## config.mk

```make
export PLATFORM = sky130hd
export DESIGN_NAME = ivm_mapper
export DESIGN_NICKNAME = d
export VERILOG_FILES = /design/src/logic/ivm_source_flags.v /design/src/logic/ivm_prio_enc.v /design/src/logic/ivm_mapper.v
export VERILOG_INCLUDE_DIRS = /design/src /design/src/common
export SDC_FILE = /design/constraint.sdc
export NUM_CORES = 1
export LEC_CHECK = 0
export ABC_AREA = 1
export BUFFER_PORTS_ARGS = -buffer_cell sky130_fd_sc_hd__buf_2
export CORE_ASPECT_RATIO = 0.5
export CORE_MARGIN = 1.5
export CORE_UTILIZATION = 54
export CTS_CLUSTER_DIAMETER = 40
export DETAILED_ROUTE_END_ITERATION = 10
export HOLD_SLACK_MARGIN = 0.08
export MAX_ROUTING_LAYER = met4
export PLACE_DENSITY = 0.89
export SETUP_SLACK_MARGIN = 0.2
export SLEW_MARGIN = 20
export SYNTH_ARGS = -nofsm -noshare
export SYNTH_HDL_FRONTEND = slang
export SYNTH_SLANG_ARGS = --single-unit
export TNS_END_PERCENT = 20
```

## constraint.sdc

```tcl
create_clock -name sys_clk -period 9.1 [get_ports sys_clk]
set_clock_uncertainty 0.2 [all_clocks]
set_input_delay 0.91 -clock sys_clk [delete_from_list [all_inputs] [get_ports sys_clk]]
set_output_delay 0.91 -clock sys_clk [all_outputs]
set_load 0.005 [all_outputs]
```

## src/common/ivm_defines.vh

```
// constants for the interrupt vector mapper
`ifndef IVM_DEFINES_VH
`define IVM_DEFINES_VH
`define IVM_NUM_VECTORS 26
`define IVM_VEC_W 5
`define IVM_VEC_RESET 5'h00
`define IVM_VEC_NMI 5'h01
`define IVM_VEC_VLM 5'h02
`define IVM_VEC_PORTA 5'h03
`define IVM_VEC_PORTB 5'h04
`define IVM_VEC_PORTC 5'h05
`define IVM_VEC_RTC_COUNT 5'h06
`define IVM_VEC_RTC_TICK 5'h07
`define IVM_VEC_TMA_LOW_UNF 5'h08
`define IVM_VEC_TMA_HIGH_UNF 5'h09
`define IVM_VEC_TMA_CMP0 5'h0a
`define IVM_VEC_TMA_CMP1 5'h0b
`define IVM_VEC_TMA_CMP2 5'h0c
`define IVM_VEC_TMB 5'h0d
`define IVM_VEC_TMD_OVF 5'h0e
`define IVM_VEC_TMD_TRIG 5'h0f
`define IVM_VEC_ACMP 5'h10
`define IVM_VEC_ADC_RDY 5'h11
`define IVM_VEC_ADC_WIN 5'h12
`define IVM_VEC_TW_TGT 5'h13
`define IVM_VEC_TW_CTL 5'h14
`define IVM_VEC_SPI 5'h15
`define IVM_VEC_SER_RX 5'h16
`define IVM_VEC_SER_EMPTY 5'h17
`define IVM_VEC_SER_TX 5'h18
`define IVM_VEC_EE 5'h19
`define IVM_FLAGS_RESET 26'h0000000
`define IVM_EN_RESET 26'h0000000
`endif

```

## src/logic/ivm_source_flags.v

```verilog
// per-source flag and enable storage
`timescale 1ns/1ps
module ivm_source_flags #(
   parameter N = 26
) (
   input wire sys_clk,
   input wire rst,
   input wire clk_en,
   input wire [N-1:0] set_evt,
   input wire [N-1:0] clr_flag,
   input wire [N-1:0] en_wr,
   input wire [N-1:0] en_wdata,
   output reg [N-1:0] source_flag_bit,
   output reg [N-1:0] source_enable_bit
);
   always @(posedge sys_clk or posedge rst) begin
      if (rst) begin
         source_flag_bit <= {N{1'b0}};
         source_enable_bit <= {N{1'b0}};
      end else if (clk_en) begin
         // set wins over clear
         source_flag_bit <= set_evt | (source_flag_bit & ~clr_flag);
         source_enable_bit <= (en_wdata & en_wr) | (source_enable_bit & ~en_wr);
      end
   end
endmodule

```

## src/logic/ivm_prio_enc.v

```verilog
// lowest-index pending vector encoder
`timescale 1ns/1ps
module ivm_prio_enc #(
   parameter N = 26,
   parameter W = 5
) (
   input wire [N-1:0] req,
   output reg any,
   output reg [W-1:0] idx
);
   integer i;
   always @* begin
      any = 1'b0;
      idx = {W{1'b0}};
      for (i = N-1; i >= 0; i = i - 1) begin
         if (req[i]) begin
            any = 1'b1;
            idx = i[W-1:0];
         end
      end
   end
endmodule

```

## src/logic/ivm_mapper.v

```verilog
// interrupt vector mapper top
`timescale 1ns/1ps
`include "ivm_defines.vh"
module ivm_mapper (
   input wire sys_clk,
   input wire rst,
   input wire clk_en,
   input wire global_irq_enable,
   input wire checksum_scan_nmi,
   input wire voltage_level_monitor_irq,
   input wire [2:0] port_pin_change,
   input wire rtc_counter_irq,
   input wire periodic_tick_irq,
   input wire low_half_underflow,
   input wire timer_a_overflow,
   input wire high_half_underflow,
   input wire [2:0] timer_a_compare,
   input wire [2:0] timer_a_low_compare,
   input wire timer_b_irq,
   input wire timer_d_overflow,
   input wire timer_d_trigger,
   input wire comparator_irq,
   input wire conversion_result_ready,
   input wire window_compare_hit,
   input wire two_wire_target_irq,
   input wire two_wire_controller_irq,
   input wire spi_irq,
   input wire receive_complete,
   input wire tx_buffer_empty,
   input wire transmit_complete,
   input wire eeprom_ready_irq,
   input wire [25:0] flag_clear,
   input wire [25:0] enable_write,
   input wire [25:0] enable_wdata,
   output reg [25:0] peripheral_flag_register,
   output reg [25:0] peripheral_irq_control_register,
   output reg [25:0] vector_request,
   output reg irq_valid,
   output reg irq_nmi,
   output reg [4:0] irq_vector
);
   localparam N = `IVM_NUM_VECTORS;
   localparam W = `IVM_VEC_W;

   // one-hot mask of a vector number
   function [N-1:0] vec_onehot;
      input [W-1:0] v;
      begin
         vec_onehot = {{(N-1){1'b0}}, 1'b1} << v;
      end
   endfunction

   reg [N-1:0] set_evt;
   wire [N-1:0] flags;
   wire [N-1:0] enables;
   wire [N-1:0] raw_req;
   wire [N-1:0] nmi_req;
   wire [N-1:0] maskable_req;
   wire [N-1:0] nmi_mask;
   wire [N-1:0] reset_mask;
   reg [N-1:0] req_nxt;
   wire any;
   wire [W-1:0] idx;

   reg [N-1:0] flag_reg_nxt;
   reg [N-1:0] ctrl_reg_nxt;
   reg [N-1:0] vec_req_nxt;
   reg irq_valid_nxt;
   reg irq_nmi_nxt;
   reg [W-1:0] irq_vector_nxt;

   // system sources
   wire evt_checksum_nmi;
   wire evt_level_monitor;
   // port pin changes
   wire evt_port_a;
   wire evt_port_b;
   wire evt_port_c;
   // real-time counter
   wire evt_rtc_count;
   wire evt_rtc_tick;
   // timer A
   wire evt_tma_low_unf;
   wire evt_tma_high_unf;
   wire evt_tma_cmp0;
   wire evt_tma_cmp1;
   wire evt_tma_cmp2;
   // timers B and D
   wire evt_tmb;
   wire evt_tmd_ovf;
   wire evt_tmd_trig;
   // analog comparator and converter
   wire evt_comparator;
   wire evt_conv_ready;
   wire evt_conv_window;
   // two-wire and serial peripheral
   wire evt_tw_target;
   wire evt_tw_controller;
   wire evt_spi;
   // serial port
   wire evt_ser_rx;
   wire evt_ser_empty;
   wire evt_ser_tx;
   // memory controller
   wire evt_eeprom;

   // one instance per group feeds its own vectors only
   assign evt_checksum_nmi = checksum_scan_nmi;
   assign evt_level_monitor = voltage_level_monitor_irq;

   // one port instance each
   assign evt_port_a = port_pin_change[0];
   assign evt_port_b = port_pin_change[1];
   assign evt_port_c = port_pin_change[2];

   // counter and tick share the rtc instance
   assign evt_rtc_count = rtc_counter_irq;
   assign evt_rtc_tick = periodic_tick_irq;

   // split and normal mode sources share the low underflow and compare vectors
   assign evt_tma_low_unf = low_half_underflow | timer_a_overflow;
   assign evt_tma_high_unf = high_half_underflow;
   assign evt_tma_cmp0 = timer_a_compare[0] | timer_a_low_compare[0];
   assign evt_tma_cmp1 = timer_a_compare[1] | timer_a_low_compare[1];
   assign evt_tma_cmp2 = timer_a_compare[2] | timer_a_low_compare[2];

   // timer B single source, timer D two
   assign evt_tmb = timer_b_irq;
   assign evt_tmd_ovf = timer_d_overflow;
   assign evt_tmd_trig = timer_d_trigger;

   // analog sources
   assign evt_comparator = comparator_irq;
   assign evt_conv_ready = conversion_result_ready;
   assign evt_conv_window = window_compare_hit;

   // two-wire sides and serial peripheral
   assign evt_tw_target = two_wire_target_irq;
   assign evt_tw_controller = two_wire_controller_irq;
   assign evt_spi = spi_irq;

   // serial port sources
   assign evt_ser_rx = receive_complete;
   assign evt_ser_empty = tx_buffer_empty;
   assign evt_ser_tx = transmit_complete;

   // memory controller source
   assign evt_eeprom = eeprom_ready_irq;

   assign nmi_mask = vec_onehot(`IVM_VEC_NMI);
   assign reset_mask = vec_onehot(`IVM_VEC_RESET);

   // event to vector map; vector 0 never carries a maskable source
   always @* begin
      set_evt = {N{1'b0}};
      set_evt[`IVM_VEC_NMI] = evt_checksum_nmi;
      set_evt[`IVM_VEC_VLM] = evt_level_monitor;

      set_evt[`IVM_VEC_PORTA] = evt_port_a;
      set_evt[`IVM_VEC_PORTB] = evt_port_b;
      set_evt[`IVM_VEC_PORTC] = evt_port_c;

      set_evt[`IVM_VEC_RTC_COUNT] = evt_rtc_count;
      set_evt[`IVM_VEC_RTC_TICK] = evt_rtc_tick;

      set_evt[`IVM_VEC_TMA_LOW_UNF] = evt_tma_low_unf;
      set_evt[`IVM_VEC_TMA_HIGH_UNF] = evt_tma_high_unf;
      set_evt[`IVM_VEC_TMA_CMP0] = evt_tma_cmp0;
      set_evt[`IVM_VEC_TMA_CMP1] = evt_tma_cmp1;
      set_evt[`IVM_VEC_TMA_CMP2] = evt_tma_cmp2;

      set_evt[`IVM_VEC_TMB] = evt_tmb;
      set_evt[`IVM_VEC_TMD_OVF] = evt_tmd_ovf;
      set_evt[`IVM_VEC_TMD_TRIG] = evt_tmd_trig;

      set_evt[`IVM_VEC_ACMP] = evt_comparator;
      set_evt[`IVM_VEC_ADC_RDY] = evt_conv_ready;
      set_evt[`IVM_VEC_ADC_WIN] = evt_conv_window;

      set_evt[`IVM_VEC_TW_TGT] = evt_tw_target;
      set_evt[`IVM_VEC_TW_CTL] = evt_tw_controller;
      set_evt[`IVM_VEC_SPI] = evt_spi;

      set_evt[`IVM_VEC_SER_RX] = evt_ser_rx;
      set_evt[`IVM_VEC_SER_EMPTY] = evt_ser_empty;
      set_evt[`IVM_VEC_SER_TX] = evt_ser_tx;

      set_evt[`IVM_VEC_EE] = evt_eeprom;
   end

   ivm_source_flags #(.N(N)) u_flags (
      .sys_clk(sys_clk),
      .rst(rst),
      .clk_en(clk_en),
      .set_evt(set_evt),
      .clr_flag(flag_clear),
      .en_wr(enable_write),
      .en_wdata(enable_wdata),
      .source_flag_bit(flags),
      .source_enable_bit(enables)
   );

   assign raw_req = flags & enables;
   assign nmi_req = raw_req & nmi_mask;
   assign maskable_req = raw_req & ~nmi_mask & ~reset_mask;

   // global enable gates every maskable vector
   always @* begin
      req_nxt = nmi_req;
      if (global_irq_enable) begin
         req_nxt = req_nxt | maskable_req;
      end
   end

   ivm_prio_enc #(.N(N), .W(W)) u_enc (
      .req(req_nxt),
      .any(any),
      .idx(idx)
   );

   // all outputs hold while clock enable is low
   always @* begin
      flag_reg_nxt = peripheral_flag_register;
      ctrl_reg_nxt = peripheral_irq_control_register;
      vec_req_nxt = vector_request;
      irq_valid_nxt = irq_valid;
      irq_nmi_nxt = irq_nmi;
      irq_vector_nxt = irq_vector;
      if (clk_en) begin
         flag_reg_nxt = flags;
         ctrl_reg_nxt = enables;
         vec_req_nxt = req_nxt;
         irq_valid_nxt = any;
         irq_nmi_nxt = any && (idx == `IVM_VEC_NMI);
         irq_vector_nxt = any ? idx : `IVM_VEC_RESET;
      end
   end

   always @(posedge sys_clk or posedge rst) begin
      if (rst) begin
         peripheral_flag_register <= `IVM_FLAGS_RESET;
      end else begin
         peripheral_flag_register <= flag_reg_nxt;
      end
   end

   always @(posedge sys_clk or posedge rst) begin
      if (rst) begin
         peripheral_irq_control_register <= `IVM_EN_RESET;
      end else begin
         peripheral_irq_control_register <= ctrl_reg_nxt;
      end
   end

   always @(posedge sys_clk or posedge rst) begin
      if (rst) begin
         vector_request <= 26'h0000000;
      end else begin
         vector_request <= vec_req_nxt;
      end
   end

   always @(posedge sys_clk or posedge rst) begin
      if (rst) begin
         irq_valid <= 1'b0;
      end else begin
         irq_valid <= irq_valid_nxt;
      end
   end

   always @(posedge sys_clk or posedge rst) begin
      if (rst) begin
         irq_nmi <= 1'b0;
      end else begin
         irq_nmi <= irq_nmi_nxt;
      end
   end

   always @(posedge sys_clk or posedge rst) begin
      if (rst) begin
         irq_vector <= `IVM_VEC_RESET;
      end else begin
         irq_vector <= irq_vector_nxt;
      end
   end
endmodule

```

==> results of run 1 <==
==> critical path: stages <==
cell and delay, ps:
buf_2 510, nand3_1 250, nand2_1 120, nand2_1 50
nand2_1 60, nand2_1 60, nand2_1 70, nand2_1 60
nand2_1 60, nand2_1 60, nand2_1 60, nand2_1 60
nand2_1 70, nand2_1 70, nand2_1 60, nand2_1 50
nand2_1 50, nand2_1 50, nand2_1 60, nand2_1 60
nand2_1 50, nand2_1 50, nand2_1 60, nand2_1 70
nand2_1 80, nand2_1 60, nand2_1 60, nand2_1 50
==> metrics by stage <==
stage	instances	util, %	hold slack [ps]	instance area (um2)	power [mW]
floorplan	627	-	250	5650	0.868
global route	965	72.1	286	7340	1.78
global placement	932	65.6	250	6680	0.973
CTS	964	71.8	267	7310	1.71
finish	965	72.1	264	7340	1.71
detailed placement	932	65.6	253	6680	0.985
==> logic make-up (layout without fill, tap and decap cells) <==
family | Yosys count | in the layout | synth area share [%]
AND/OR/NAND/NOR | 309 | 309 | 22.7
buffers and inverters | 71 | 269 | 5.14
flip-flops | 136 | 136 | 60.2
other | 1 | 1 | 0.0664
AO/OA/AOI/OAI | 110 | 110 | 11.8
==> cell usage in the layout, fill, tap and decap left out, drive strengths merged <==
cell type / count
dfrtp: 136
o21ai: 31
a22o: 21
bufinv: 3
a21oi: 29
nand3: 31
o211ai: 1
nand2: 270
clkbuf: 25
buf: 198
clkinvlp: 1
a31oi: 27
conb: 1
nor2: 7
nor3: 1
o21bai: 1
clkinv: 4
inv: 38
==> cell type report <==
type                            instances  area [um2]  share of cell area (%)
Clock buffer                           25         515                    7.02
Clock inverter                          7         113                    1.53
Inverter                               39         153                    2.08
Multi-Input combinational cell        420        1960                    26.7
Sequential cell                       136        3400                    46.4
Tap cell                              140         175                    2.39
Timing Repair Buffer                  198        1020                    13.9
==> layer usage <==
metal  global-route usage (%)  vias to the layer above  routed length, um
li1                         -                     2408                  -
met4                     13.2                        0                466
met1                     32.6                     2447               6230
met3                     5.15                       39                754
met5                        -                        -                  0
met2                     46.6                      201               7340
==> worst paths after layout <==
path | start | endpoint | slack, ps | depth (start not counted)
setup / recovery | global_irq_enable | irq_vector[0]$_DFFE_PP0P_ | 5910 | 28
hold / removal | peripheral_flag_register[5]$_DFFE_PP0P_ | peripheral_flag_register[5]$_DFFE_PP0P_ | 260 | 2
setup reg to reg | u_flags.source_flag_bit[24]$_DFFE_PP0P_ | irq_vector[0]$_DFFE_PP0P_ | 6670 | 27
hold reg to reg | peripheral_flag_register[5]$_DFFE_PP0P_ | peripheral_flag_register[5]$_DFFE_PP0P_ | 260 | 2
max in group asynchronous | rst | peripheral_flag_register[12]$_DFFE_PP0P_ | 7050 | 3
min in group asynchronous | rst | peripheral_flag_register[9]$_DFFE_PP0P_ | 400 | 2
==> power by group <==
group	internal (mW)	leakage (nW)	total, mW	switching (mW)
Clock	0.474	0.309	0.720	0.247
Sequential	0.680	1.62	0.737	0.0572
Combinational	0.106	2.12	0.248	0.142
==> metrics, run 1 <==
status=complete, no violations; DRT antenna net count=0; drt drc=0; Rel. slew slack=48.2%; type of origin of the critical path=primary input; # fillers=727; # rows=26; Yosys top cell by area=dfrtp_1; Yosys top cell area share=60.2%; Initial DRC Count=344; pin count of the biggest net entering global routing=122; Leak=4.04 nW; ys async rst share=100%; setup violators final=0; CTS resizes=0; drt via density=5.28; I/O pin count=196; Syn Nets=738; count leader, synth=nand2_1; EDFF count, synth=0; wire per inst=15.3 um; RSZ-0062 raised after global routing=no; Final min period=3190 ps; Reg clk slew, reported paths=50 ps; Area Growth Syn to Fin=29.9%; ranking of synthesized cells by area=dfrtp_1, nand2_1, a22o_1; post-synthesis cell area=0.00565 mm2; IO buf count=194; Clock Path Buffers=2; Critical Path Fanout Max=24; global route overflow=0; peak supply drop=0.000139 V; fin nets=923; final hold vios=0; antenna diode count=0; Synth Flop Type=dfrtp_1; WL final=14800 um; Hold/Removal Path Class=register to register; Critical Path Sink Type=register; # hold bufs at CTS=0; Least-Margin Pin Slew=776 ps; antenna violations before repair=0; worst-skew pair later-pin latency=410 ps; worst path arrival time=3280 ps; Place WS=5580 ps; TritonCTS buffer count=17; die width=148 um; clk sinks=136; postcts setup bufs=0; H-Tree Depth=4; WP data required=9200 ps; Die Ht=75.3 um; gpl congestion=0.831; flops & latches, synth=136; Initial Util=55.5%; DR pass1 iterations=5; Tot GR Track Use=27.4%; syn_area_per_cell=9.01 um2; Setup Crit Path Kind=primary input to register; Ys Warns=0; Root Buffer=clkbuf_16; DP Wirelength=9630 um; fraction of layout cells with a size suffix above 1=29.7%; setup TNS=0 ps; Cell variety after synth=24; register area share after synthesis=60.2%; Final Max Slew Viols=0; Gate Count Post-Synth=627; core area=0.0102 mm2; max_cap viols=0; most frequent cells after synthesis=nand2_1, dfrtp_1, inv_1; first-pass GRT wire length=22500 um; vias in the first global route=4753; CTS tree=yes; crit share post-route=35.0%; setup ws final=5910 ps; die area=0.0111 mm2; Peak Freq=314 MHz; Vias=5095; pwr dens=232 mW/mm2
(Power assumes the default switching activity.)
==> inputs of run 2 (changes only) <==
ABC_AREA = 0   (was 1)
CORE_UTILIZATION = 45   (was 54)
PLACE_DENSITY = 0.8   (was 0.89)
clock period = 2.6 ns   (was 9.1 ns; I/O delays follow)
==> run 2 against run 1 <==
Utilization decreased by 0.73 points. Sequential cell count unchanged. Global-route usage rose by 0.61 points. Cell count down 3.7%. First-iteration DRC count is 2.3% lower. Hold slack worse by 67 ps. Design area increased by 16%. Area after synthesis down 1.7%. Die area grew 17%. Via count decreased by 1.0%. Combinational power increased to 5.0 times the previous value. Critical path depth fell by 22.
==> metrics, run 2 <==
status=complete, no violations (unchanged); Synth Flop Type=dfrtp_1 (unchanged); Peak Freq=457 MHz; antenna violations before repair=0 (unchanged); ranking of synthesized cells by area=dfrtp_1, mux2_2, nand2_1 (was dfrtp_1, nand2_1, a22o_1); H-Tree Depth=4 (unchanged); WP data required=2690 ps (was 9200 ps); Placed Area=0.00677 mm2 (was 0.00668 mm2); min-delay src=clk_en (was peripheral_flag_register[5]$_DFFE_PP0P_); worst-skew pair later-pin latency=410 ps (about the same); Final Max Slew Viols=0 (unchanged); peak supply drop=0.000407 V (was 0.000139 V); # rows=28 (was 26); Yosys top cell area share=61.3% (was 60.2%); Ys Warns=0 (unchanged); Die Ht=81.5 um (was 75.3 um); first-pass GRT wire length=27000 um (was 22500 um); fraction of layout cells with a size suffix above 1=39.1% (was 29.7%); gpl congestion=0.845 (was 0.831); Clock Path Buffers=2 (unchanged); type of origin of the critical path=primary input (unchanged); CTS tree=yes (unchanged); crit share post-route=84.2%; drt drc=0 (unchanged); die area=0.0131 mm2 (was 0.0111 mm2); antenna diode count=0 (unchanged); pwr dens=767 mW/mm2 (was 232 mW/mm2); DP Wirelength=10100 um (was 9630 um); met3 WL=1020 um (was 754 um); setup TNS=0 ps (unchanged); fin nets=862 (was 923); Initial DRC Count=336 (was 344); IO buf count=194 (unchanged); reg2reg path depth=6 (was 27); syn_area_per_cell=12.6 um2 (was 9.01 um2); TritonCTS buffer count=17 (unchanged); Tot GR Track Use=28.0% (was 27.4%); worst path arrival time=2280 ps (was 3280 ps); pin count of the biggest net entering global routing=52 (was 122); top sig layer=met4 (unchanged); Reg clk slew, reported paths=60 ps (was 50 ps); count leader, synth=dfrtp_1 (was nand2_1); RSZ-0062 raised after global routing=no (unchanged); Syn Nets=553 (was 738); setup violators final=0 (unchanged); leading cell types in the layout, fill and taps excluded=buf_2, dfrtp_1, dlygate4sd3_1, nand2_1, mux2_2 (was nand2_1, buf_2, dfrtp_1, inv_1, a21oi_1); post-synthesis cell area=0.00555 mm2 (was 0.00565 mm2); clk sinks=136 (unchanged); DRT antenna net count=0 (unchanged); WL met1=7090 um (was 6230 um); Cell variety after synth=38 (was 24); Critical Path Sink Type=register (unchanged); flops & latches, synth=136 (unchanged); worst flop-to-flop path endpoint=irq_vector[2]$_DFFE_PP0P_ (was irq_vector[0]$_DFFE_PP0P_); ys async rst share=100% (unchanged); cell area after layout=0.00850 mm2 (was 0.00734 mm2); drt via density=5.43 (was 5.28); Hold EP=irq_valid$_DFFE_PP0P_ (was peripheral_flag_register[5]$_DFFE_PP0P_); Setup Crit Path Kind=primary input to register (unchanged); wire per inst=18.8 um (was 15.3 um); global route overflow=0 (unchanged); most frequent cells after synthesis=dfrtp_1, nand2_1, mux2_2 (was nand2_1, dfrtp_1, inv_1); leading cell type in the layout, fill and taps excluded=buf_2 (was nand2_1); Leak=4.03 nW (was 4.04 nW); EDFF count, synth=0 (unchanged); DR pass1 iterations=5 (unchanged); Critical Path Fanout Max=1 (was 24); Initial Util=46.6% (was 55.5%); # fillers=747 (was 727); Rel. slew slack=50.4% (was 48.2%); register area share after synthesis=61.3% (was 60.2%); Least-Margin Pin Slew=742 ps (was 776 ps); WL final=17400 um (was 14800 um); Pwr Total=6.52 mW (was 1.71 mW); Area Growth Syn to Fin=53.1% (was 29.9%); setup slack, reg-to-reg=610 ps (was 6670 ps); CTS resizes=0 (unchanged); Yosys top cell by area=dfrtp_1 (unchanged); Hold/Removal Path Class=primary input to register (was register to register); I/O pin count=196 (unchanged); Root Buffer=clkbuf_16 (unchanged); die width=160 um (was 148 um); vias in the first global route=5260 (was 4753); Vias=5044 (was 5095); max_cap viols=0 (unchanged); Gate Count Post-Synth=442 (was 627); core area=0.0119 mm2 (was 0.0102 mm2); final hold vios=0 (unchanged); WL met2=8660 um (was 7340 um); worst hold stages=4 (was 2); Final min period=2190 ps
==> run 2: cell count changes in the layout (fill, tap and decap cells not counted), sizes merged, moves of 4 or more <==
cell,delta
clkinvlp,+6
a21oi,-17
a32o,+4
nand3,-22
a31oi,-24
o2bb2ai,+26
mux2,+78
nand2,-179
o21ai,-21
buf,+4
inv,-33
dlygate4sd3,+109
clkbuf,-4
==> run 2: worst max path at each step <==
| stage | startpoint | endpoint | depth (start not counted) |
|---|---|---|---|
| after floorplan | rst | async pin | 1 |
| after global placement | global_irq_enable | irq_vector[2]$_DFFE_PP0P_ | 7 |
| after detailed placement | register | irq_vector[2]$_DFFE_PP0P_ | 6 |
| after CTS | timer_a_compare[0] | u_flags.source_flag_bit[10]$_DFFE_PP0P_ | 6 |
| after global routing | low_half_underflow | u_flags.source_flag_bit[8]$_DFFE_PP0P_ | 6 |
| final | timer_a_compare[1] | u_flags.source_flag_bit[11]$_DFFE_PP0P_ | 6 |
==> run 2: kinds of logic (layout without fill, tap and decap cells) <==
group | Yosys count | count (layout) | share of synthesized area (%)
other cells | 1 | 1 | 0.0675
simple gates | 111 | 111 | 8.20
flops | 136 | 136 | 61.3
mux | 78 | 78 | 15.8
buf+inv | 28 | 350 | 2.12
compound gates | 88 | 88 | 12.5
==> run 2: power breakdown <==
| group | total (mW) | internal (mW) | switching, mW | leakage (nW) |
|---|---|---|---|---|
| Clock | 2.63 | 1.68 | 0.944 | 0.294 |
| Sequential | 2.65 | 2.42 | 0.223 | 1.62 |
| Combinational | 1.25 | 0.684 | 0.563 | 2.11 |
| Total | 6.52 | 4.79 | 1.73 | 4.03 |
==> run 2: stage by stage <==
step / worst slack, ps / instances / hold WS (ps) / utilization [%]
6_report: 411 / 929 / 197 / 71.4
5_1_grt: 390 / 929 / 202 / 71.4
3_5_place_dp: 744 / 788 / 208 / 56.8
4_1_cts: 480 / 929 / 132 / 71.4
2_1_floorplan: 447 / 442 / 164 / -
3_3_place_gp: 773 / 788 / 202 / 56.8
==> run 2: layout make-up <==
cell class	instances	area [um2]	share of cell area, %
Clock buffer	21	470	5.54
Multi-Input combinational cell	278	2030	23.9
Inverter	7	31.3	0.368
Sequential cell	136	3400	40.0
Timing Repair Buffer	311	2190	25.7
Clock inverter	11	170	2.00
Tap cell	165	206	2.43
==> run 2: critical path, cell delays in order <==
cell and delay, ps:
dlygate4sd3_1 540, buf_2 120, o21ai_0 170, dlygate4sd3_1 580
nand2_1 50, dlygate4sd3_1 560
==> run 2: routing by layer <==
metal | global-route usage, % | vias to the layer above
li1 | - | 2200
met1 | 32.2 | 2510
met2 | 47.9 | 271
met3 | 5.05 | 63
met4 | 16.0 | 0
met5 | - | -
==> run 2: timing repair <==
action,4_1_cts,5_1_grt
hold buffers,109,0
setup buffers,0,0
hold endpoints to repair,82,0
